<file path="config.mk">
export PLATFORM = sky130hd
export DESIGN_NAME = tfc_card_flat
export DESIGN_NICKNAME = d
export VERILOG_FILES = /design/src/tfc_pkg.sv /design/src/tfc_link_if.sv /design/src/tfc_card.sv /design/src/tfc_cmd_decode.sv /design/src/flat_wrapper.sv
export VERILOG_INCLUDE_DIRS = /design/src /design/src/src
export SDC_FILE = /design/constraint.sdc
export NUM_CORES = 1
export LEC_CHECK = 0
export BUFFER_PORTS_ARGS = -buffer_cell sky130_fd_sc_hd__buf_2
export CORE_UTILIZATION = 55
export DETAILED_ROUTE_END_ITERATION = 8
export GPL_ROUTABILITY_DRIVEN = 0
export GPL_TIMING_DRIVEN = 0
export PLACE_DENSITY = 0.82
export SKIP_CTS_REPAIR_TIMING = 1
export SYNTH_ARGS = -nofsm -noshare
export SYNTH_HDL_FRONTEND = slang
export SYNTH_SLANG_ARGS = --single-unit
</file>
<file path="constraint.sdc">
create_clock -name clk -period 2.4 [get_ports clk]
set_input_delay 0.48 -clock clk [delete_from_list [all_inputs] [get_ports clk]]
set_output_delay 0.48 -clock clk [all_outputs]
set_load 0.03 [all_outputs]
</file>
<file path="src/tfc_cfg.svh">
// task-file control constants: link offsets, bit positions, ranges, host register map
`ifndef TFC_CFG_SVH
`define TFC_CFG_SVH
`define TFC_A_DATA 4'h0
`define TFC_A_FEATURE 4'h1
`define TFC_A_SCOUNT 4'h2
`define TFC_A_SNUM 4'h3
`define TFC_A_CYL_LO 4'h4
`define TFC_A_CYL_HI 4'h5
`define TFC_A_DRVHEAD 4'h6
`define TFC_A_CMD_STAT 4'h7
`define TFC_A_CARD_CFG 4'h8
`define TFC_A_CTRL_ALT 4'hE
`define TFC_A_DRV_ADDR 4'hF
`define TFC_CTL_ONE 3
`define TFC_CTL_SOFT_RESET_BIT 2
`define TFC_CTL_IRQ_DIS 1
`define TFC_CTL_ZERO 0
`define TFC_DH_DRV 4
`define TFC_CFG_LEVEL 6
`define TFC_CARD_CFG_RST 8'h40
`define TFC_ST_BSY 7
`define TFC_ST_DRDY 6
`define TFC_ST_DSC 4
`define TFC_ST_ERR 0
`define TFC_SN_MIN 8'h01
`define TFC_SN_MAX 8'h20
`define TFC_HD_MAX 4'h3
`define TFC_R_ACCESS 8'h00
`define TFC_R_RESULT 8'h04
`define TFC_ACC_READ 12
`define TFC_RES_BUSY 8
`define TFC_RES_IRQ 9
`define TFC_RESP_OK 2'b00
`define TFC_RESP_SLVERR 2'b10
`endif

</file>
<file path="src/tfc_pkg.sv">
// task-file control types: states, parameter-use mask and module state records
package tfc_pkg;
   typedef enum logic [2:0] {
      TFC_READY = 3'b001,
      TFC_BUSY = 3'b010,
      TFC_RESET = 3'b100
   } tfc_dev_state_t;

   typedef struct packed {
      logic fr;
      logic sc;
      logic sn;
      logic cy;
      logic hd;
   } tfc_use_t;

   typedef struct packed {
      tfc_dev_state_t st;
      logic soft_reset_bit;
      logic irq_dis;
      logic [7:0] card_cfg;
      logic [7:0] feature;
      logic [7:0] scount;
      logic [7:0] snum;
      logic [15:0] cyl;
      logic drv;
      logic [3:0] head;
      logic err;
      logic pend;
      logic irq;
      logic [7:0] rdata;
      logic rvalid;
      logic op_start;
      logic [7:0] op_code;
   } tfc_dev_s_t;

   typedef struct packed {
      logic awready;
      logic wready;
      logic awgot;
      logic wgot;
      logic [7:0] awaddr;
      logic [31:0] wdata;
      logic bvalid;
      logic [1:0] bresp;
      logic arready;
      logic rvalid;
      logic [31:0] rdata;
      logic [1:0] rresp;
      logic lwr;
      logic lrd;
      logic [3:0] laddr;
      logic [7:0] lwdata;
      logic busy;
      logic [7:0] last;
   } tfc_host_s_t;
endpackage

</file>
<file path="src/tfc_link_if.sv">
// task-file link between the host controller and the card
`timescale 1ns/10ps
interface tfc_link_if;
   logic [3:0] addr;
   logic [7:0] wdata;
   logic wr;
   logic rd;
   logic [7:0] rdata;
   logic rvalid;
   logic irq;
   modport card (input addr, wdata, wr, rd, output rdata, rvalid, irq);
   modport host (output addr, wdata, wr, rd, input rdata, rvalid, irq);
endinterface // tfc_link_if

</file>
<file path="src/tfc_card.sv">
// card end: task-file registers, device control, drive address, command acceptance
// Operation
// - write-only control drives interrupt and soft reset
// - host writes bit3 one, bit0 zero
// - control bit 2 resets task-file registers
// - soft reset keeps card configuration register
// - control bit 1 high masks interrupt
// - drive address bits 5:2 invert head
// - drive address bits 7,6,1,0 undefined
// - host should not read drive address
// - decode thirty-nine listed command codes plus the 1X and 7X groups
// - sector codes, 1X recalibrate, 7X seek
// - CD and 38 write without erase
// - sector count spans 00 to FF
// - sector number between 01 and 20
// - head number between 0 and 3
// - act only on own drive number
// - only set features uses feature register
// - command accepted only when ready
// - status read clears level interrupt
//
// Our own choices: the register addresses and the AXI4-Lite interface to the registers.
`timescale 1ns/10ps
`include "tfc_cfg.svh"
module tfc_card
   import tfc_pkg::*;
#(
   parameter logic OWN_DRIVE = 1'b0
)
(
   // clock and reset
   input wire logic clk,
   input wire logic rst,
   // link to host
   tfc_link_if.card lk,
   // operation request to the drive logic
   output logic op_start,
   output logic [7:0] op_code,
   output logic [7:0] op_feature,
   output logic [7:0] op_scount,
   output logic [7:0] op_snum,
   output logic [15:0] op_cyl,
   output logic [3:0] op_head,
   output logic op_abort,
   // operation result from the drive logic
   input wire logic op_done,
   input wire logic op_fail
);
   tfc_dev_s_t s;
   tfc_dev_s_t next_s;
   tfc_use_t uses;
   logic supported;
   logic level_mode;
   logic params_ok;
   logic [7:0] status;

   ////////////////////////////////////////////////////////////////////////////
   tfc_cmd_decode u_dec
   (
      .code(lk.wdata),
      .uses(uses),
      .supported(supported)
   );

   assign level_mode = s.card_cfg[`TFC_CFG_LEVEL];

   // sector count is not checked: every byte value is a legal count
   assign params_ok = !(uses.sn && (s.snum < `TFC_SN_MIN || s.snum > `TFC_SN_MAX))
      && !(uses.hd && s.head > `TFC_HD_MAX);

   always_comb
   begin
      status = 8'h00;
      status[`TFC_ST_BSY] = (s.st != TFC_READY);
      status[`TFC_ST_DRDY] = (s.st == TFC_READY);
      status[`TFC_ST_DSC] = (s.st == TFC_READY);
      status[`TFC_ST_ERR] = s.err && (s.st == TFC_READY);
   end

   ////////////////////////////////////////////////////////////////////////////
   always_comb
   begin
      next_s = s;
      next_s.rvalid = 1'b0;
      next_s.op_start = 1'b0;
      // pulse mode: pending lives for one cycle only
      if (!level_mode)
      begin
         next_s.pend = 1'b0;
      end
      if (lk.rd)
      begin
         next_s.rvalid = 1'b1;
         unique case (lk.addr)
            `TFC_A_FEATURE: next_s.rdata = {7'h00, s.err};
            `TFC_A_SCOUNT: next_s.rdata = s.scount;
            `TFC_A_SNUM: next_s.rdata = s.snum;
            `TFC_A_CYL_LO: next_s.rdata = s.cyl[7:0];
            `TFC_A_CYL_HI: next_s.rdata = s.cyl[15:8];
            `TFC_A_DRVHEAD: next_s.rdata = {3'b101, s.drv, s.head};
            `TFC_A_CMD_STAT:
            begin
               next_s.rdata = status;
               // cleared here, before any set below, so a same-cycle event survives
               if (level_mode)
               begin
                  next_s.pend = 1'b0;
               end
            end
            `TFC_A_CARD_CFG: next_s.rdata = s.card_cfg;
            // alternate status leaves the pending interrupt alone
            `TFC_A_CTRL_ALT: next_s.rdata = status;
            // bit7 and write gate fixed, select flags from drive bit: no meaning promised
            `TFC_A_DRV_ADDR: next_s.rdata = {2'b01, ~s.head, ~s.drv, s.drv};
            default: next_s.rdata = 8'h00;
         endcase
      end
      if (lk.wr)
      begin
         unique case (lk.addr)
            `TFC_A_CTRL_ALT:
            begin
               // upper nibble and the fixed bits 3 and 0 are not looked at
               next_s.soft_reset_bit = lk.wdata[`TFC_CTL_SOFT_RESET_BIT];
               next_s.irq_dis = lk.wdata[`TFC_CTL_IRQ_DIS];
            end
            `TFC_A_CARD_CFG: next_s.card_cfg = lk.wdata;
            default:
            begin
               // task file is frozen while busy or in reset
               if (s.st == TFC_READY && !s.soft_reset_bit)
               begin
                  unique case (lk.addr)
                     `TFC_A_FEATURE: next_s.feature = lk.wdata;
                     `TFC_A_SCOUNT: next_s.scount = lk.wdata;
                     `TFC_A_SNUM: next_s.snum = lk.wdata;
                     `TFC_A_CYL_LO: next_s.cyl[7:0] = lk.wdata;
                     `TFC_A_CYL_HI: next_s.cyl[15:8] = lk.wdata;
                     `TFC_A_DRVHEAD:
                     begin
                        next_s.drv = lk.wdata[`TFC_DH_DRV];
                        next_s.head = lk.wdata[3:0];
                     end
                     `TFC_A_CMD_STAT:
                     begin
                        // another drive's command is left to that drive
                        if (s.drv == OWN_DRIVE)
                        begin
                           next_s.err = 1'b0;
                           if (!supported || !params_ok)
                           begin
                              next_s.err = 1'b1;
                              next_s.pend = 1'b1;
                           end
                           else
                           begin
                              next_s.op_start = 1'b1;
                              next_s.op_code = lk.wdata;
                              next_s.st = TFC_BUSY;
                           end
                        end
                     end
                     default:
                     begin
                     end
                  endcase
               end
            end
         endcase
      end
      if (s.st == TFC_BUSY && op_done)
      begin
         next_s.st = TFC_READY;
         next_s.err = op_fail;
         next_s.pend = 1'b1;
      end
      if (s.soft_reset_bit)
      begin
         // card configuration is deliberately not touched
         next_s.st = TFC_RESET;
         next_s.feature = 8'h00;
         next_s.scount = 8'h01;
         next_s.snum = 8'h01;
         next_s.cyl = 16'h0000;
         next_s.drv = 1'b0;
         next_s.head = 4'h0;
         next_s.err = 1'b0;
         next_s.pend = 1'b0;
         next_s.op_start = 1'b0;
      end
      else if (s.st == TFC_RESET)
      begin
         next_s.st = TFC_READY;
      end
      next_s.irq = next_s.pend && !next_s.irq_dis;
   end

   ////////////////////////////////////////////////////////////////////////////
   always_ff @(posedge clk)
   begin
      if (rst)
      begin
         s <= '0;
         s.st <= TFC_READY;
         s.card_cfg <= `TFC_CARD_CFG_RST;
         s.scount <= 8'h01;
         s.snum <= 8'h01;
      end
      else
      begin
         s <= next_s;
      end
   end

   assign lk.rdata = s.rdata;
   assign lk.rvalid = s.rvalid;
   assign lk.irq = s.irq;
   assign op_start = s.op_start;
   assign op_code = s.op_code;
   assign op_feature = s.feature;
   assign op_scount = s.scount;
   assign op_snum = s.snum;
   assign op_cyl = s.cyl;
   assign op_head = s.head;
   assign op_abort = s.soft_reset_bit;
endmodule // tfc_card

</file>
<file path="src/tfc_cmd_decode.sv">
// command code decoder: supported set and task-file parameters each code uses
`timescale 1ns/10ps
module tfc_cmd_decode
   import tfc_pkg::*;
(
   // command
   input wire logic [7:0] code,
   // decode
   output tfc_use_t uses,
   output logic supported
);
   always_comb
   begin
      supported = 1'b1;
      uses = '0;
      if (code[7:4] == 4'h1)
      begin
         uses = '0;
      end
      else if (code[7:4] == 4'h7)
      begin
         uses = '{fr: 1'b0, sc: 1'b0, sn: 1'b1, cy: 1'b1, hd: 1'b1};
      end
      else
      begin
         case (code)
            8'hE5, 8'h98, 8'hE1, 8'h95, 8'hE2, 8'h96, 8'hE0, 8'h94, 8'hE6, 8'h99,
            8'h90, 8'hEC, 8'hE4, 8'hE8, 8'h03:
               uses = '0;
            8'hE3, 8'h97, 8'hC6:
               uses.sc = 1'b1;
            8'h91:
               uses = '{fr: 1'b0, sc: 1'b1, sn: 1'b0, cy: 1'b0, hd: 1'b1};
            8'hF5:
               uses.hd = 1'b1;
            8'hEF:
               uses = '{fr: 1'b1, sc: 1'b0, sn: 1'b0, cy: 1'b1, hd: 1'b0};
            8'h50:
               uses = '{fr: 1'b0, sc: 1'b1, sn: 1'b0, cy: 1'b1, hd: 1'b1};
            8'h22, 8'h23, 8'h32, 8'h33:
               uses = '{fr: 1'b0, sc: 1'b0, sn: 1'b1, cy: 1'b1, hd: 1'b1};
            8'h20, 8'h21, 8'h30, 8'h31, 8'h40, 8'h41, 8'hC4, 8'hC5, 8'hC0, 8'h3C, 8'h87:
               uses = '{fr: 1'b0, sc: 1'b1, sn: 1'b1, cy: 1'b1, hd: 1'b1};
            8'hCD, 8'h38:
               uses = '{fr: 1'b0, sc: 1'b1, sn: 1'b1, cy: 1'b1, hd: 1'b1};
            default:
               supported = 1'b0;
         endcase
      end
   end
endmodule // tfc_cmd_decode

</file>
<file path="src/flat_wrapper.sv">
// flat-port wrapper written by rule: the top's interface ports become plain ports
module tfc_card_flat import tfc_pkg::*;
#(
   parameter logic OWN_DRIVE = 1'b0
)
  (clk, rst, op_start, op_code, op_feature, op_scount, op_snum, op_cyl, op_head, op_abort, op_done, op_fail, lk_addr, lk_wdata, lk_wr, lk_rd, lk_rdata, lk_rvalid, lk_irq);
  tfc_link_if lk_i ();
  input wire logic clk;
  input wire logic rst;
  output logic op_start;
  output logic [7:0] op_code;
  output logic [7:0] op_feature;
  output logic [7:0] op_scount;
  output logic [7:0] op_snum;
  output logic [15:0] op_cyl;
  output logic [3:0] op_head;
  output logic op_abort;
  input wire logic op_done;
  input wire logic op_fail;
  input wire logic [$bits(lk_i.addr)-1:0] lk_addr;
  input wire logic [$bits(lk_i.wdata)-1:0] lk_wdata;
  input wire logic [$bits(lk_i.wr)-1:0] lk_wr;
  input wire logic [$bits(lk_i.rd)-1:0] lk_rd;
  output wire logic [$bits(lk_i.rdata)-1:0] lk_rdata;
  output wire logic [$bits(lk_i.rvalid)-1:0] lk_rvalid;
  output wire logic [$bits(lk_i.irq)-1:0] lk_irq;
  assign lk_i.addr = lk_addr;
  assign lk_i.wdata = lk_wdata;
  assign lk_i.wr = lk_wr;
  assign lk_i.rd = lk_rd;
  assign lk_rdata = lk_i.rdata;
  assign lk_rvalid = lk_i.rvalid;
  assign lk_irq = lk_i.irq;
  tfc_card #(.OWN_DRIVE(OWN_DRIVE)) u_core (.clk(clk), .rst(rst), .lk(lk_i), .op_start(op_start), .op_code(op_code), .op_feature(op_feature), .op_scount(op_scount), .op_snum(op_snum), .op_cyl(op_cyl), .op_head(op_head), .op_abort(op_abort), .op_done(op_done), .op_fail(op_fail));
endmodule
</file>
==> out/qor.csv <==
metric,value,unit
Routed WL,12.3,mm
Post-synth EDFFs,0,
Clock Tree Root,clkbuf_8,
simple-gate share of the synthesized area,24.0,%
xor/xnor share of the synthesized area,0,%
worst-case reg-to-reg path depth,7,
Fin. Hold Viols,0,
# rows,32,
outcome,"complete, but fails checks",
Synth area leaders,"dfxtp_1 35%, mux2i_1 12%, buf_4 10%, nor2_1 5.4%, nand2b_1 2.9%",
H-tree depth,3,
mux share of post-synthesis cell area,12.7,%
Layout Nets,639,
final setup violation count,1,
WL met3,1.07,mm
critical path required time,2690,ps
most frequent cells in the layout,"84 x buf_2, 77 x dfxtp_1, 65 x nor2_1",
unrepaired setup endpoints after global routing,yes,
Via Count,4278,
VDD IR-drop max,0.331,mV
total track usage,28.5,%
Finished Core Util,68.5,%
synthesized instance count,530,
"Reg clk slew, reported paths",90,ps
# diodes,0,
Synth area leader,dfxtp_1,
WL per Instance,16.9,µm
fmax,414,MHz
top sig layer,met4,
failing checks,setup timing,
Synth top area share,35.0,%
Post-Syn Area,4520,µm²
largest net degree at the start of global routing,17,
Worst setup SP type,flop,
Die Ht,92.6,µm
Worst-Skew Late Latency,370,ps
CP Class,reg -> reg,
min setup slack post-route,-13.2,ps
Yosys cell types,63,
final instance area,5380,µm²
Mapped Nets,548,
CTS tree,built,
Final Cycle Share,101,%
Yosys warnings,0,
sequential area share after synthesis,35.0,%
ys async rst share,0,%
pwr dens,532,nW/µm²
crit path max fanout,5,
vias per cell,5.88,
pre-CTS setup slack,-532,ps
Adder-Cell Fraction of Synth Area,0.222,%
main combinational cell family by area after synthesis,simple AND/OR/NAND/NOR gates,
"flops & latches, synth",79,
Initial DRT Pass Iterations,5,
Starting Density,57.6,%
Max Cap Viol,0,
clk sink count,79,
critical path capture point type,flop,
routed wl met2,5.79,mm
HPWL Detailed,8.62,mm
Worst-Margin Slew,685,ps
Syn Area/Cell,8.52,µm²
WL met1,5.17,mm
Core Area,7850,µm²
area delta synth->final,19.0,%
"commonest non-fill, non-tap cell in the layout",buf_2,
num ports,82,
top_reg_cell synth,dfxtp_1,
relative slew slack,54.2,%
Compound-Gate Fraction of Synth Area,13.7,%
maximum root-to-sink buffer count,2,
hold-critical path depth,3,
first-pass GRT wire length,19.0,mm
CTS Buf Count,9,
fin crit period,2410,ps
FILL cells,626,
placed cell area,5030,µm²
skew final,10.7,ps
DIE AREA,8580,µm²
# DRC,0,
die width,92.6,µm
fin. max-slew vios,0,
vias in the first global route,3861,
DR iter-0 viols,469,
WP data arrival,2700,ps
PortBufs,77,
LEAKAGE,2.56,nW
initial antenna violation count,0,
share of layout cells above drive strength 1,31.0,%
DRT antenna net count,0,
global route overflow,0,
Worst Hold Class,in -> reg,
## layer usage
layer  up-vias  track usage [%]
li1       1989                -
met1      2009             36.8
met2       241             46.7
met3        39             4.93
met4         0             12.1
met5         -                0
## sequential cells by signal (all words and copies together) (netlist names)
signal,count
u_core.op_cyl,16
u_core.s,14
u_core.lk.rdata,8
u_core.op_code,8
u_core.op_feature,8
u_core.op_scount,8
u_core.op_snum,8
u_core.op_head,4
u_core.level_mode,1
u_core.lk.irq,1
u_core.lk.rvalid,1
u_core.op_abort,1
u_core.op_start,1
## where the power goes
group / internal (mW) / switching [mW] / total, mW
registers: 1.33 / 0.0148 / 1.34
clock network: 0.611 / 0.563 / 1.17
logic: 0.120 / 0.225 / 0.345
total: 2.06 / 0.803 / 2.86
## cell usage after synthesis, types with 3 or more instances
cell,count
mux2i_1,54
nand2_1,24
buf_4,60
a222oi_1,3
nor3b_1,5
nor2_1,65
clkbuf_1,30
o211ai_1,8
a31oi_1,3
nor2b_1,18
and3_1,5
nor3_1,6
o21ai_1,3
and4b_1,4
nand4_1,5
a21oi_1,21
o21ai_0,8
and2_1,5
a22oi_1,13
nor4b_1,3
inv_1,7
nand3_1,12
nand2b_1,21
buf_1,4
nand2_2,4
nand4b_1,3
buf_2,7
a32oi_1,4
mux2_2,3
nor4bb_1,3
dfxtp_1,79
## kinds of logic after synthesis
kind of cell / Yosys count
buffers and inverters: 109
adders and majority gates: 1
AOI/OAI and AO/OA: 86
and+or+nand+nor: 198
muxes: 57
DFF: 79
## cell type report
cell class	count	area, µm²	share of cell area (%)
tap	102	128	2.37
clock buffer	9	124	2.30
timing repair buffer	80	412	7.65
clock inverter	7	110	2.05
buffer	102	634	11.8
sequential	79	1580	29.5
multi-input combinational	342	2360	43.9
inverter	7	26.3	0.489
## path summary, 6_finish.rpt
check                                      start                             end  slack, ps
setup / recovery  u_core.op_snum[1]$_SDFFE_PP0P_  u_core.op_code[7]$_SDFFE_PP0P_        -10
setup reg to reg  u_core.op_snum[1]$_SDFFE_PP0P_  u_core.op_code[7]$_SDFFE_PP0P_        -10
hold / removal                           op_fail       u_core.s[20]$_SDFFE_PP0P_        340
hold reg to reg        u_core.s[67]$_SDFFE_PP0P_       u_core.s[67]$_SDFFE_PP0P_        470
## metrics by stage
step | hold slack, ps | TNS [ps] | instances | power [mW]
floorplan | 436 | 0 | 530 | 1.60
global placement | 441 | -12250 | 709 | 1.69
detailed placement | 447 | -12520 | 709 | 1.70
CTS | 340 | -1040 | 725 | 2.84
global route | 380 | -817 | 728 | 2.94
finish | 343 | -13.2 | 728 | 2.86
## critical path: stages (launching register included)
cell and delay, ps:
dfxtp_2 360, or4_4 550, o21a_4 240, nor4b_4 250, o32ai_4 150, a311oi_4 390
buf_6 190, mux2i_1 210
No activity file was read; power rests on OpenSTA's default activity.
